**src/logic/spbg_regs.vh**
```
// Register offsets, field positions, reset values and timing counts of the serial port
`ifndef SPBG_REGS_VH
`define SPBG_REGS_VH
`define SPBG_ADDR_CTRL 8'h00
`define SPBG_ADDR_BUF 8'h04
`define SPBG_ADDR_PWR 8'h08
`define SPBG_ADDR_BGC 8'h0C
`define SPBG_ADDR_RELOAD 8'h10
`define SPBG_ADDR_ISTAT 8'h14
`define SPBG_ADDR_IEN 8'h18
`define SPBG_ADDR_ICLR 8'h1C
`define SPBG_CTRL_MODE_HI 7
`define SPBG_CTRL_MODE_LO 6
`define SPBG_CTRL_RX_ALLOW 4
`define SPBG_CTRL_TX_DONE 1
`define SPBG_CTRL_RX_DONE 0
`define SPBG_PWR_DOUBLE 7
`define SPBG_BGC_RUN 4
`define SPBG_BGC_TX_SRC 3
`define SPBG_BGC_RX_SRC 2
`define SPBG_BGC_FAST 1
`define SPBG_BGC_M0_SRC 0
`define SPBG_IRQ_TX 0
`define SPBG_IRQ_RX 1
`define SPBG_RESET_BYTE 8'h00
`define SPBG_PRESCALE 3'h5
`define SPBG_FIXED_HALF 2'h2
`define SPBG_OVF_HALF 5'h0F
`define SPBG_OVF_BIT 5'h1F
`define SPBG_M2_BIT 5'h1F
`define SPBG_LAST_BIT 3'h7
`endif

```
**src/logic/spbg_serial_port.v**
```verilog
// Serial port with mode 0 shift engine, baud generator and APB register file
// Notes on behaviour
// Two mode bits pick shift mode, 8-bit UART, fixed 9-bit or variable 9-bit UART.
// Timer source allowed in modes 1 and 3; internal generator in modes 0, 1, 3.
// Timer source tick is its overflow; baud_double doubles the rate.
// Internal generator is 8-bit auto-reload, fed by pclk or pclk/6.
// Internal generator ticks only while gen_run is set.
// Mode 0 is half duplex: tx_pin clocks, rx_pin carries data.
// Mode 0 shifts data least significant bit first both ways.
// Software sets mode 0 then writes the shift buffer to start sending.
// Each shift clock is low then high; D0 first cycle, D7 eighth.
// After eighth transmit cycle rx_pin is driven high and tx_done_flag set.
// Software receives by clearing mode bits and rx_done_flag, setting rx_allow.
// Receive pulses clock, samples rx_pin each pulse, sets rx_done_flag after D7.
// After reception a shift buffer read returns the assembled byte.
// In mode 0 shift_mode_rate_source picks fixed or generator rate.
// Fixed rate pclk/6; variable rate follows the generator formula.
// In modes 1 and 3 separate bits pick receive and transmit sources.
// Done flags stay set until software writes them clear.
// Buffer writes during a mode 0 transfer leave the shifting byte intact.
`timescale 1ns/100ps
`include "spbg_regs.vh"

module spbg_serial_port (
   // APB
   input wire pclk,
   input wire presetn,
   input wire psel,
   input wire penable,
   input wire pwrite,
   input wire [7:0] paddr,
   input wire [31:0] pwdata,
   output reg [31:0] prdata,
   output reg pready,
   output reg pslverr,
   // Timer overflow, a one-cycle pulse from logic on pclk
   input wire timer_ovf,
   // Serial pins
   output reg tx_pin,
   input wire rx_pin_in,
   output reg rx_pin_out,
   output reg rx_pin_oe,
   // Rate ticks for the asynchronous engines
   output reg tx_baud_tick,
   output reg rx_baud_tick,
   // Interrupt
   output reg irq
);

   localparam ST_IDLE = 2'b00;
   localparam ST_TX = 2'b01;
   localparam ST_RX = 2'b10;

   reg [7:0] ctrl;
   reg [7:0] pwr;
   reg [7:0] bgc;
   reg [7:0] reload;
   reg [7:0] rx_buf;
   reg [1:0] istat;
   reg [1:0] ien;
   reg [1:0] state;
   reg [7:0] shreg;
   reg [2:0] bit_cnt;
   reg phase;
   reg [2:0] pre_cnt;
   reg [7:0] gen_cnt;
   reg gen_ovf;
   reg [1:0] fix_cnt;
   reg [4:0] m0_cnt;
   reg sync1;
   reg sync2;
   reg sync3;
   reg rx_level;
   reg rx_wait;
   reg [31:0] next_prdata;
   reg next_slverr;

   wire wr_en = psel & penable & pready & pwrite;
   wire [1:0] mode = {ctrl[`SPBG_CTRL_MODE_HI], ctrl[`SPBG_CTRL_MODE_LO]};
   wire mode0 = (mode == 2'b00);
   wire dbl = pwr[`SPBG_PWR_DOUBLE];
   wire run = bgc[`SPBG_BGC_RUN];
   wire wr_ctrl = wr_en & (paddr == `SPBG_ADDR_CTRL);
   wire wr_buf = wr_en & (paddr == `SPBG_ADDR_BUF);
   wire tx_start = wr_buf & mode0 & (state == ST_IDLE);
   wire rx_start = mode0 & (state == ST_IDLE) & ~wr_buf & ctrl[`SPBG_CTRL_RX_ALLOW] &
      ~ctrl[`SPBG_CTRL_RX_DONE];
   wire tx_end;
   wire rx_end;
   wire half_tick;
   wire [4:0] m0_top = dbl ? (`SPBG_OVF_HALF >> 1) : `SPBG_OVF_HALF;

   // APB answer: one wait-free access phase, data prepared in setup
   always @* begin
      next_prdata = 32'h0000_0000;
      next_slverr = 1'b0;
      case (paddr)
         `SPBG_ADDR_CTRL: next_prdata = {24'h00_0000, ctrl};
         `SPBG_ADDR_BUF: next_prdata = {24'h00_0000, rx_buf};
         `SPBG_ADDR_PWR: next_prdata = {24'h00_0000, pwr};
         `SPBG_ADDR_BGC: next_prdata = {24'h00_0000, bgc};
         `SPBG_ADDR_RELOAD: next_prdata = {24'h00_0000, reload};
         `SPBG_ADDR_ISTAT: next_prdata = {30'h0, istat};
         `SPBG_ADDR_IEN: next_prdata = {30'h0, ien};
         `SPBG_ADDR_ICLR: next_prdata = 32'h0000_0000;
         default: next_slverr = 1'b1;
      endcase
   end

   always @(posedge pclk or negedge presetn) begin
      if (!presetn) begin
         pready <= 1'b0;
         prdata <= 32'h0000_0000;
         pslverr <= 1'b0;
      end else begin
         pready <= psel & ~penable;
         if (psel & ~penable) begin
            prdata <= pwrite ? 32'h0000_0000 : next_prdata;
            pslverr <= next_slverr;
         end else begin
            pslverr <= 1'b0;
         end
      end
   end

   // Configuration registers
   always @(posedge pclk or negedge presetn) begin
      if (!presetn) begin
         pwr <= `SPBG_RESET_BYTE;
         bgc <= `SPBG_RESET_BYTE;
         reload <= `SPBG_RESET_BYTE;
         ien <= 2'h0;
      end else if (wr_en) begin
         if (paddr == `SPBG_ADDR_PWR)
            pwr <= pwdata[7:0] & 8'h80;
         if (paddr == `SPBG_ADDR_BGC)
            bgc <= pwdata[7:0] & 8'h1F;
         if (paddr == `SPBG_ADDR_RELOAD)
            reload <= pwdata[7:0];
         if (paddr == `SPBG_ADDR_IEN)
            ien <= pwdata[1:0];
      end
   end

   // Control register; hardware set of a done flag beats a software clear
   always @(posedge pclk or negedge presetn) begin
      if (!presetn) begin
         ctrl <= `SPBG_RESET_BYTE;
      end else begin
         if (wr_ctrl)
            ctrl <= pwdata[7:0] & 8'hD3;
         if (tx_end)
            ctrl[`SPBG_CTRL_TX_DONE] <= 1'b1;
         if (rx_end)
            ctrl[`SPBG_CTRL_RX_DONE] <= 1'b1;
      end
   end

   // Interrupt status, enable and clear
   always @(posedge pclk or negedge presetn) begin
      if (!presetn) begin
         istat <= 2'h0;
         irq <= 1'b0;
      end else begin
         if (wr_en & (paddr == `SPBG_ADDR_ICLR))
            istat <= istat & ~pwdata[1:0] | {rx_end, tx_end};
         else
            istat <= istat | {rx_end, tx_end};
         irq <= |(istat & ien);
      end
   end

   // Internal generator: prescaler then 8-bit auto-reload counter
   always @(posedge pclk or negedge presetn) begin
      if (!presetn) begin
         pre_cnt <= 3'h0;
         gen_cnt <= 8'h00;
         gen_ovf <= 1'b0;
      end else begin
         gen_ovf <= 1'b0;
         if (!run) begin
            pre_cnt <= 3'h0;
            gen_cnt <= reload;
         end else begin
            pre_cnt <= (pre_cnt == `SPBG_PRESCALE) ? 3'h0 : pre_cnt + 3'h1;
            if (bgc[`SPBG_BGC_FAST] || pre_cnt == `SPBG_PRESCALE) begin
               if (gen_cnt == 8'hFF) begin
                  gen_cnt <= reload;
                  gen_ovf <= 1'b1;
               end else begin
                  gen_cnt <= gen_cnt + 8'h01;
               end
            end
         end
      end
   end

   // Mode 0 half-bit enable: fixed pclk/6 per bit or generator overflows
   always @(posedge pclk or negedge presetn) begin
      if (!presetn) begin
         fix_cnt <= 2'h0;
         m0_cnt <= 5'h00;
      end else begin
         fix_cnt <= (fix_cnt == `SPBG_FIXED_HALF) ? 2'h0 : fix_cnt + 2'h1;
         if (gen_ovf)
            m0_cnt <= (m0_cnt >= m0_top) ? 5'h00 : m0_cnt + 5'h01;
      end
   end

   assign half_tick = bgc[`SPBG_BGC_M0_SRC] ? (gen_ovf & (m0_cnt >= m0_top)) :
      (fix_cnt == `SPBG_FIXED_HALF);

   // Asynchronous rate ticks, one divider per direction
   genvar ch;
   generate
      for (ch = 0; ch < 2; ch = ch + 1) begin : g_rate
         reg [4:0] div;
         wire src_gen = (ch == 0) ? bgc[`SPBG_BGC_TX_SRC] : bgc[`SPBG_BGC_RX_SRC];
         wire src_ev = (mode == 2'b10) ? 1'b1 : (src_gen ? gen_ovf : timer_ovf);
         wire [4:0] top = dbl ? (`SPBG_OVF_BIT >> 1) : `SPBG_OVF_BIT;
         wire hit = ~mode0 & src_ev & (div >= top);
         always @(posedge pclk or negedge presetn) begin
            if (!presetn)
               div <= 5'h00;
            else if (mode0)
               div <= 5'h00;
            else if (src_ev)
               div <= (div >= top) ? 5'h00 : div + 5'h01;
         end
         if (ch == 0) begin : g_tx
            always @(posedge pclk or negedge presetn) begin
               if (!presetn)
                  tx_baud_tick <= 1'b0;
               else
                  tx_baud_tick <= hit;
            end
         end else begin : g_rx
            always @(posedge pclk or negedge presetn) begin
               if (!presetn)
                  rx_baud_tick <= 1'b0;
               else
                  rx_baud_tick <= hit;
            end
         end
      end
   endgenerate

   // Receive pin synchroniser; a change counts once stages two and three agree
   always @(posedge pclk or negedge presetn) begin
      if (!presetn) begin
         sync1 <= 1'b1;
         sync2 <= 1'b1;
         sync3 <= 1'b1;
         rx_level <= 1'b1;
      end else begin
         sync1 <= rx_pin_in;
         sync2 <= sync1;
         sync3 <= sync2;
         if (sync2 == sync3)
            rx_level <= sync3;
      end
   end

   assign tx_end = (state == ST_TX) & half_tick & phase & (bit_cnt == `SPBG_LAST_BIT);
   assign rx_end = (state == ST_RX) & half_tick & phase & (bit_cnt == `SPBG_LAST_BIT);

   // Mode 0 shift engine; a busy engine ignores new buffer writes
   always @(posedge pclk or negedge presetn) begin
      if (!presetn) begin
         state <= ST_IDLE;
         shreg <= `SPBG_RESET_BYTE;
         rx_buf <= `SPBG_RESET_BYTE;
         bit_cnt <= 3'h0;
         phase <= 1'b0;
         tx_pin <= 1'b1;
         rx_pin_out <= 1'b1;
         rx_pin_oe <= 1'b0;
         rx_wait <= 1'b0;
      end else begin
         case (state)
            ST_IDLE: begin
               tx_pin <= 1'b1;
               bit_cnt <= 3'h0;
               phase <= 1'b0;
               if (tx_start) begin
                  state <= ST_TX;
                  shreg <= pwdata[7:0];
                  rx_pin_out <= pwdata[0];
                  rx_pin_oe <= 1'b1;
               end else if (rx_start) begin
                  state <= ST_RX;
                  rx_pin_oe <= 1'b0;
                  rx_wait <= 1'b1; // One idle half bit lets the released pin pass the synchroniser
               end
            end
            ST_TX: begin
               if (half_tick) begin
                  phase <= ~phase;
                  tx_pin <= phase;
                  if (phase) begin
                     bit_cnt <= bit_cnt + 3'h1;
                     shreg <= {1'b1, shreg[7:1]};
                     rx_pin_out <= shreg[1];
                     if (bit_cnt == `SPBG_LAST_BIT) begin
                        rx_pin_out <= 1'b1;
                        state <= ST_IDLE;
                     end
                  end
               end
            end
            ST_RX: begin
               if (!mode0 || !ctrl[`SPBG_CTRL_RX_ALLOW]) begin
                  state <= ST_IDLE;
               end else if (half_tick & rx_wait) begin
                  rx_wait <= 1'b0;
               end else if (half_tick) begin
                  phase <= ~phase;
                  tx_pin <= phase;
                  if (phase) begin
                     bit_cnt <= bit_cnt + 3'h1;
                     shreg <= {rx_level, shreg[7:1]};
                     if (bit_cnt == `SPBG_LAST_BIT) begin
                        rx_buf <= {rx_level, shreg[7:1]};
                        state <= ST_IDLE;
                     end
                  end
               end
            end
            default: state <= ST_IDLE;
         endcase
      end
   end

endmodule // spbg_serial_port

```
**config.mk**
```make
export PLATFORM = sky130hd
export DESIGN_NAME = spbg_serial_port
export DESIGN_NICKNAME = d
export VERILOG_FILES = /design/src/logic/spbg_serial_port.v
export VERILOG_INCLUDE_DIRS = /design/src /design/src/logic
export SDC_FILE = /design/constraint.sdc
export NUM_CORES = 1
export LEC_CHECK = 0
export ABC_AREA = 1
export BUFFER_PORTS_ARGS = -buffer_cell sky130_fd_sc_hd__buf_2
export CORE_MARGIN = 5
export CORE_UTILIZATION = 56
export CTS_CLUSTER_DIAMETER = 50
export CTS_CLUSTER_SIZE = 10
export DETAILED_ROUTE_END_ITERATION = 10
export PLACE_DENSITY = 0.8
export RECOVER_POWER = 100
export SYNTH_ARGS = -nofsm -noshare
export SYNTH_HDL_FRONTEND = slang
export SYNTH_SLANG_ARGS = --single-unit
export TNS_END_PERCENT = 20
```
**constraint.sdc**
```tcl
create_clock -name pclk -period 2.1 [get_ports pclk]
set_clock_uncertainty 0.05 [all_clocks]
set_input_delay 0.42 -clock pclk [delete_from_list [all_inputs] [get_ports pclk]]
set_output_delay 0.42 -clock pclk [all_outputs]
set_load 0.005 [all_outputs]
```
==> results.yml <==
sta:
  worst_pin_slew_ns: 0.684
  setup_viol: 0
  maxSlewHeadroom: 0.544
  min_period_ns: 1.92
  rsz0062_at_grt: "no"
  hold_viol_final: 0
  max_freq_mhz: 521
  drv_slew: 0
  min_period_over_period: 0.914
pwr:
  total_power_w: 0.00420
  power_density_mw_per_mm2: 774
  total_leakage_power_nw: 2.76
  ir_worst_vdd_uv: 474
placement:
  globalplace.congestion: 0.896
  place_area_mm2: 0.00526
  port_buffers: 38
  place_hpwl_um: 8220
die:
  num_rows: 34
  coreArea_mm2: 0.00872
  boundaryPins: 87
  die_h_um: 105
  die-area_mm2: 0.0110
  fp.dieW_um: 105
  start_util: 0.575
synthesis:
  ys_seq_area_frac: 0.470
  ys.flop_type: "dfrtp_1"
  ys_types: 43
  yosysMostFrequentCell: "nand2_1"
  yosysTopAreaCellShare: 0.439
  ys_top_cells_by_area: "dfrtp_1 44%, nand2_1 12%, inv_1 5.4%, o21ai_0 5.4%, nand3_1 3.9%"
  async_flop_share: 1.00
  syn_inst: 602
  yosys-top-cells-count: "164 x nand2_1, 88 x dfrtp_1, 72 x inv_1, 54 x o21ai_0, 39 x nand3_1"
  synth_area_leader_cell: "dfrtp_1"
  netlist_area_mm2: 0.00502
  synth_edf_count: 0
  synth_seq_cells: 94
  synth_area_per_cell_um2: 8.33
  yosys_warnings: 0
status:
  status: "finished, final reports clean"
worst_setup_path:
  critPathLaunchType: "flip-flop"
  cp.required_ns: 2.34
  crit_type: "flip-flop to flip-flop"
  worstPathMaxFanout: 7
  critPathCaptureType: "flip-flop"
  arrival_ns: 2.16
routing:
  drc: 0
  wl_per_cell_um: 14.3
  ant_nets: 0
  vias_per_cell: 5.34
  drt-total-wl_um: 10900
  dr.first_iter.drc_count: 247
  drtPass1Iterations: 7
  num_vias: 4075
cts:
  ctsHtreeMaxLevel: 3
  cts_tree: "yes"
  clk-insertion-delay-late_ns: 0.36
  cts_sinks: 94
  clk_pin_slew_ns: 0.09
  cts_setup_buffers: 0
  clock-root-buffer: "clkbuf_8"
  ctsLongestPathBuffers: 2
  numCtsBuffers: 9
global_routing:
  grtUsageTotal: 0.206
  grt_pass1_wl_um: 18800
  grt.overflow.total: 0
  antenna_found_initial: 0
  first_global_vias: 4040
  grt_max_degree: 47
final_layout:
  area_growth_pct: 8.23
  final_area_mm2: 0.00543
  nets: 711
  diodes: 0
  drive_gt1_frac: 0.128
job:
  drv_cap: 0
min_path:
  hold_class: "input port to flip-flop"
-- critical path: stages, from the launching register on --
cell and delay (ns):
dfrtp_1 0.47, ha_1 0.31, nand2_1 0.07, nand2_2 0.13
nand3_4 0.12, nand2_4 0.14, nor2_1 0.08, nor2_2 0.26
nand3_1 0.13, nand2_1 0.08
-- final cells by class --
type,count,area (um2)
fill,755,3290
sequential,94,2360
multi-input combinational,424,2200
inverter,77,290
timing repair buffer,44,231
tap,108,135
clock buffer,10,128
clock inverter,6,86.3
-- power breakdown --
| group | internal, W | switching, W |
|---|---|---|
| sequential | 0.00196 | 0.0000949 |
| clock | 0.000669 | 0.000623 |
| combinational | 0.000291 | 0.000563 |
-- cells in the final DEF (no fill, tap or decap), drive strengths merged, types with 2 or more instances in the layout --
cell type,n
nor2,44
buf,30
o211ai,3
conb,24
o21ai,63
o31ai,3
o2111ai,2
dfrtp,88
clkinv,5
inv,75
xor2,7
dfstp,6
nand2,174
bufinv,2
nand4,6
xnor2,3
a31oi,3
o22ai,8
nor3,3
a21oi,12
nand3,45
clkbuf,23
ha,14
a32o,3
-- cell families (layout without fill, tap and decap cells) --
family                   Yosys count  in the layout  share of synthesized area
adder cells (fa/ha/maj)           15             15                     0.0369
AO/OA/AOI/OAI                    100            100                      0.116
other                              1             24                   0.000747
XOR/XNOR                          10             10                     0.0175
AND/OR/NAND/NOR                  275            275                      0.256
flip-flops                        94             94                      0.470
buffers and inverters            107            137                      0.102
-- stage by stage --
step / hold slack, ns / util / std cells / setup TNS [ns] / worst slack, ns
after floorplan: 0.0744 / - / 625 / 0 / 0.434
final: 0.107 / 0.623 / 763 / 0 / 0.180
after global routing: 0.100 / 0.623 / 763 / 0 / 0.0411
after detailed placement: 0.298 / 0.603 / 746 / -0.139 / -0.0709
after global placement: 0.300 / 0.603 / 746 / 0 / 0.0342
after CTS: 0.0970 / 0.629 / 763 / 0 / 0.159
-- registers in the layout (all words and copies together), names as in the netlist, 3 cells and up --
name	cells
bit_cnt	3
bgc	5
pre_cnt	3
gen_cnt	8
reload	8
m0_cnt	5
ctrl	5
g_rate.div	10
shreg	7
prdata	8
rx_buf	8
-- routing by layer --
layer	global-route usage	share of wire	routed length (um)
met4	0.0795	0.027	297
met5	0	0	0
met1	0.281	0.45	4900
met3	0.0358	0.064	698
met2	0.332	0.46	4990
-- repair_timing --
| action | 4_1_cts | 5_1_grt |
|---|---|---|
| hold buffers | 1 | 0 |
| pin swaps | 0 | 0 |
| resized for setup | 1 | 1 |
| setup endpoints to repair | 2 | 2 |
| hold endpoints to repair | 20 | 0 |
-- final timing paths --
check	start	to	slack (ns)	cells past startpoint
max in group asynchronous	presetn	pre_cnt[2]	0.40	3
min in group asynchronous	presetn	phase	0.58	2
hold reg to reg	sync1	sync2	0.32	0
setup reg to reg	pwr[7]	shreg[5]	0.18	9
setup / recovery	pwr[7]	shreg[5]	0.18	9
hold / removal	rx_pin_in	sync1	0.11	1
No activity file was read; power rests on OpenSTA's default activity.
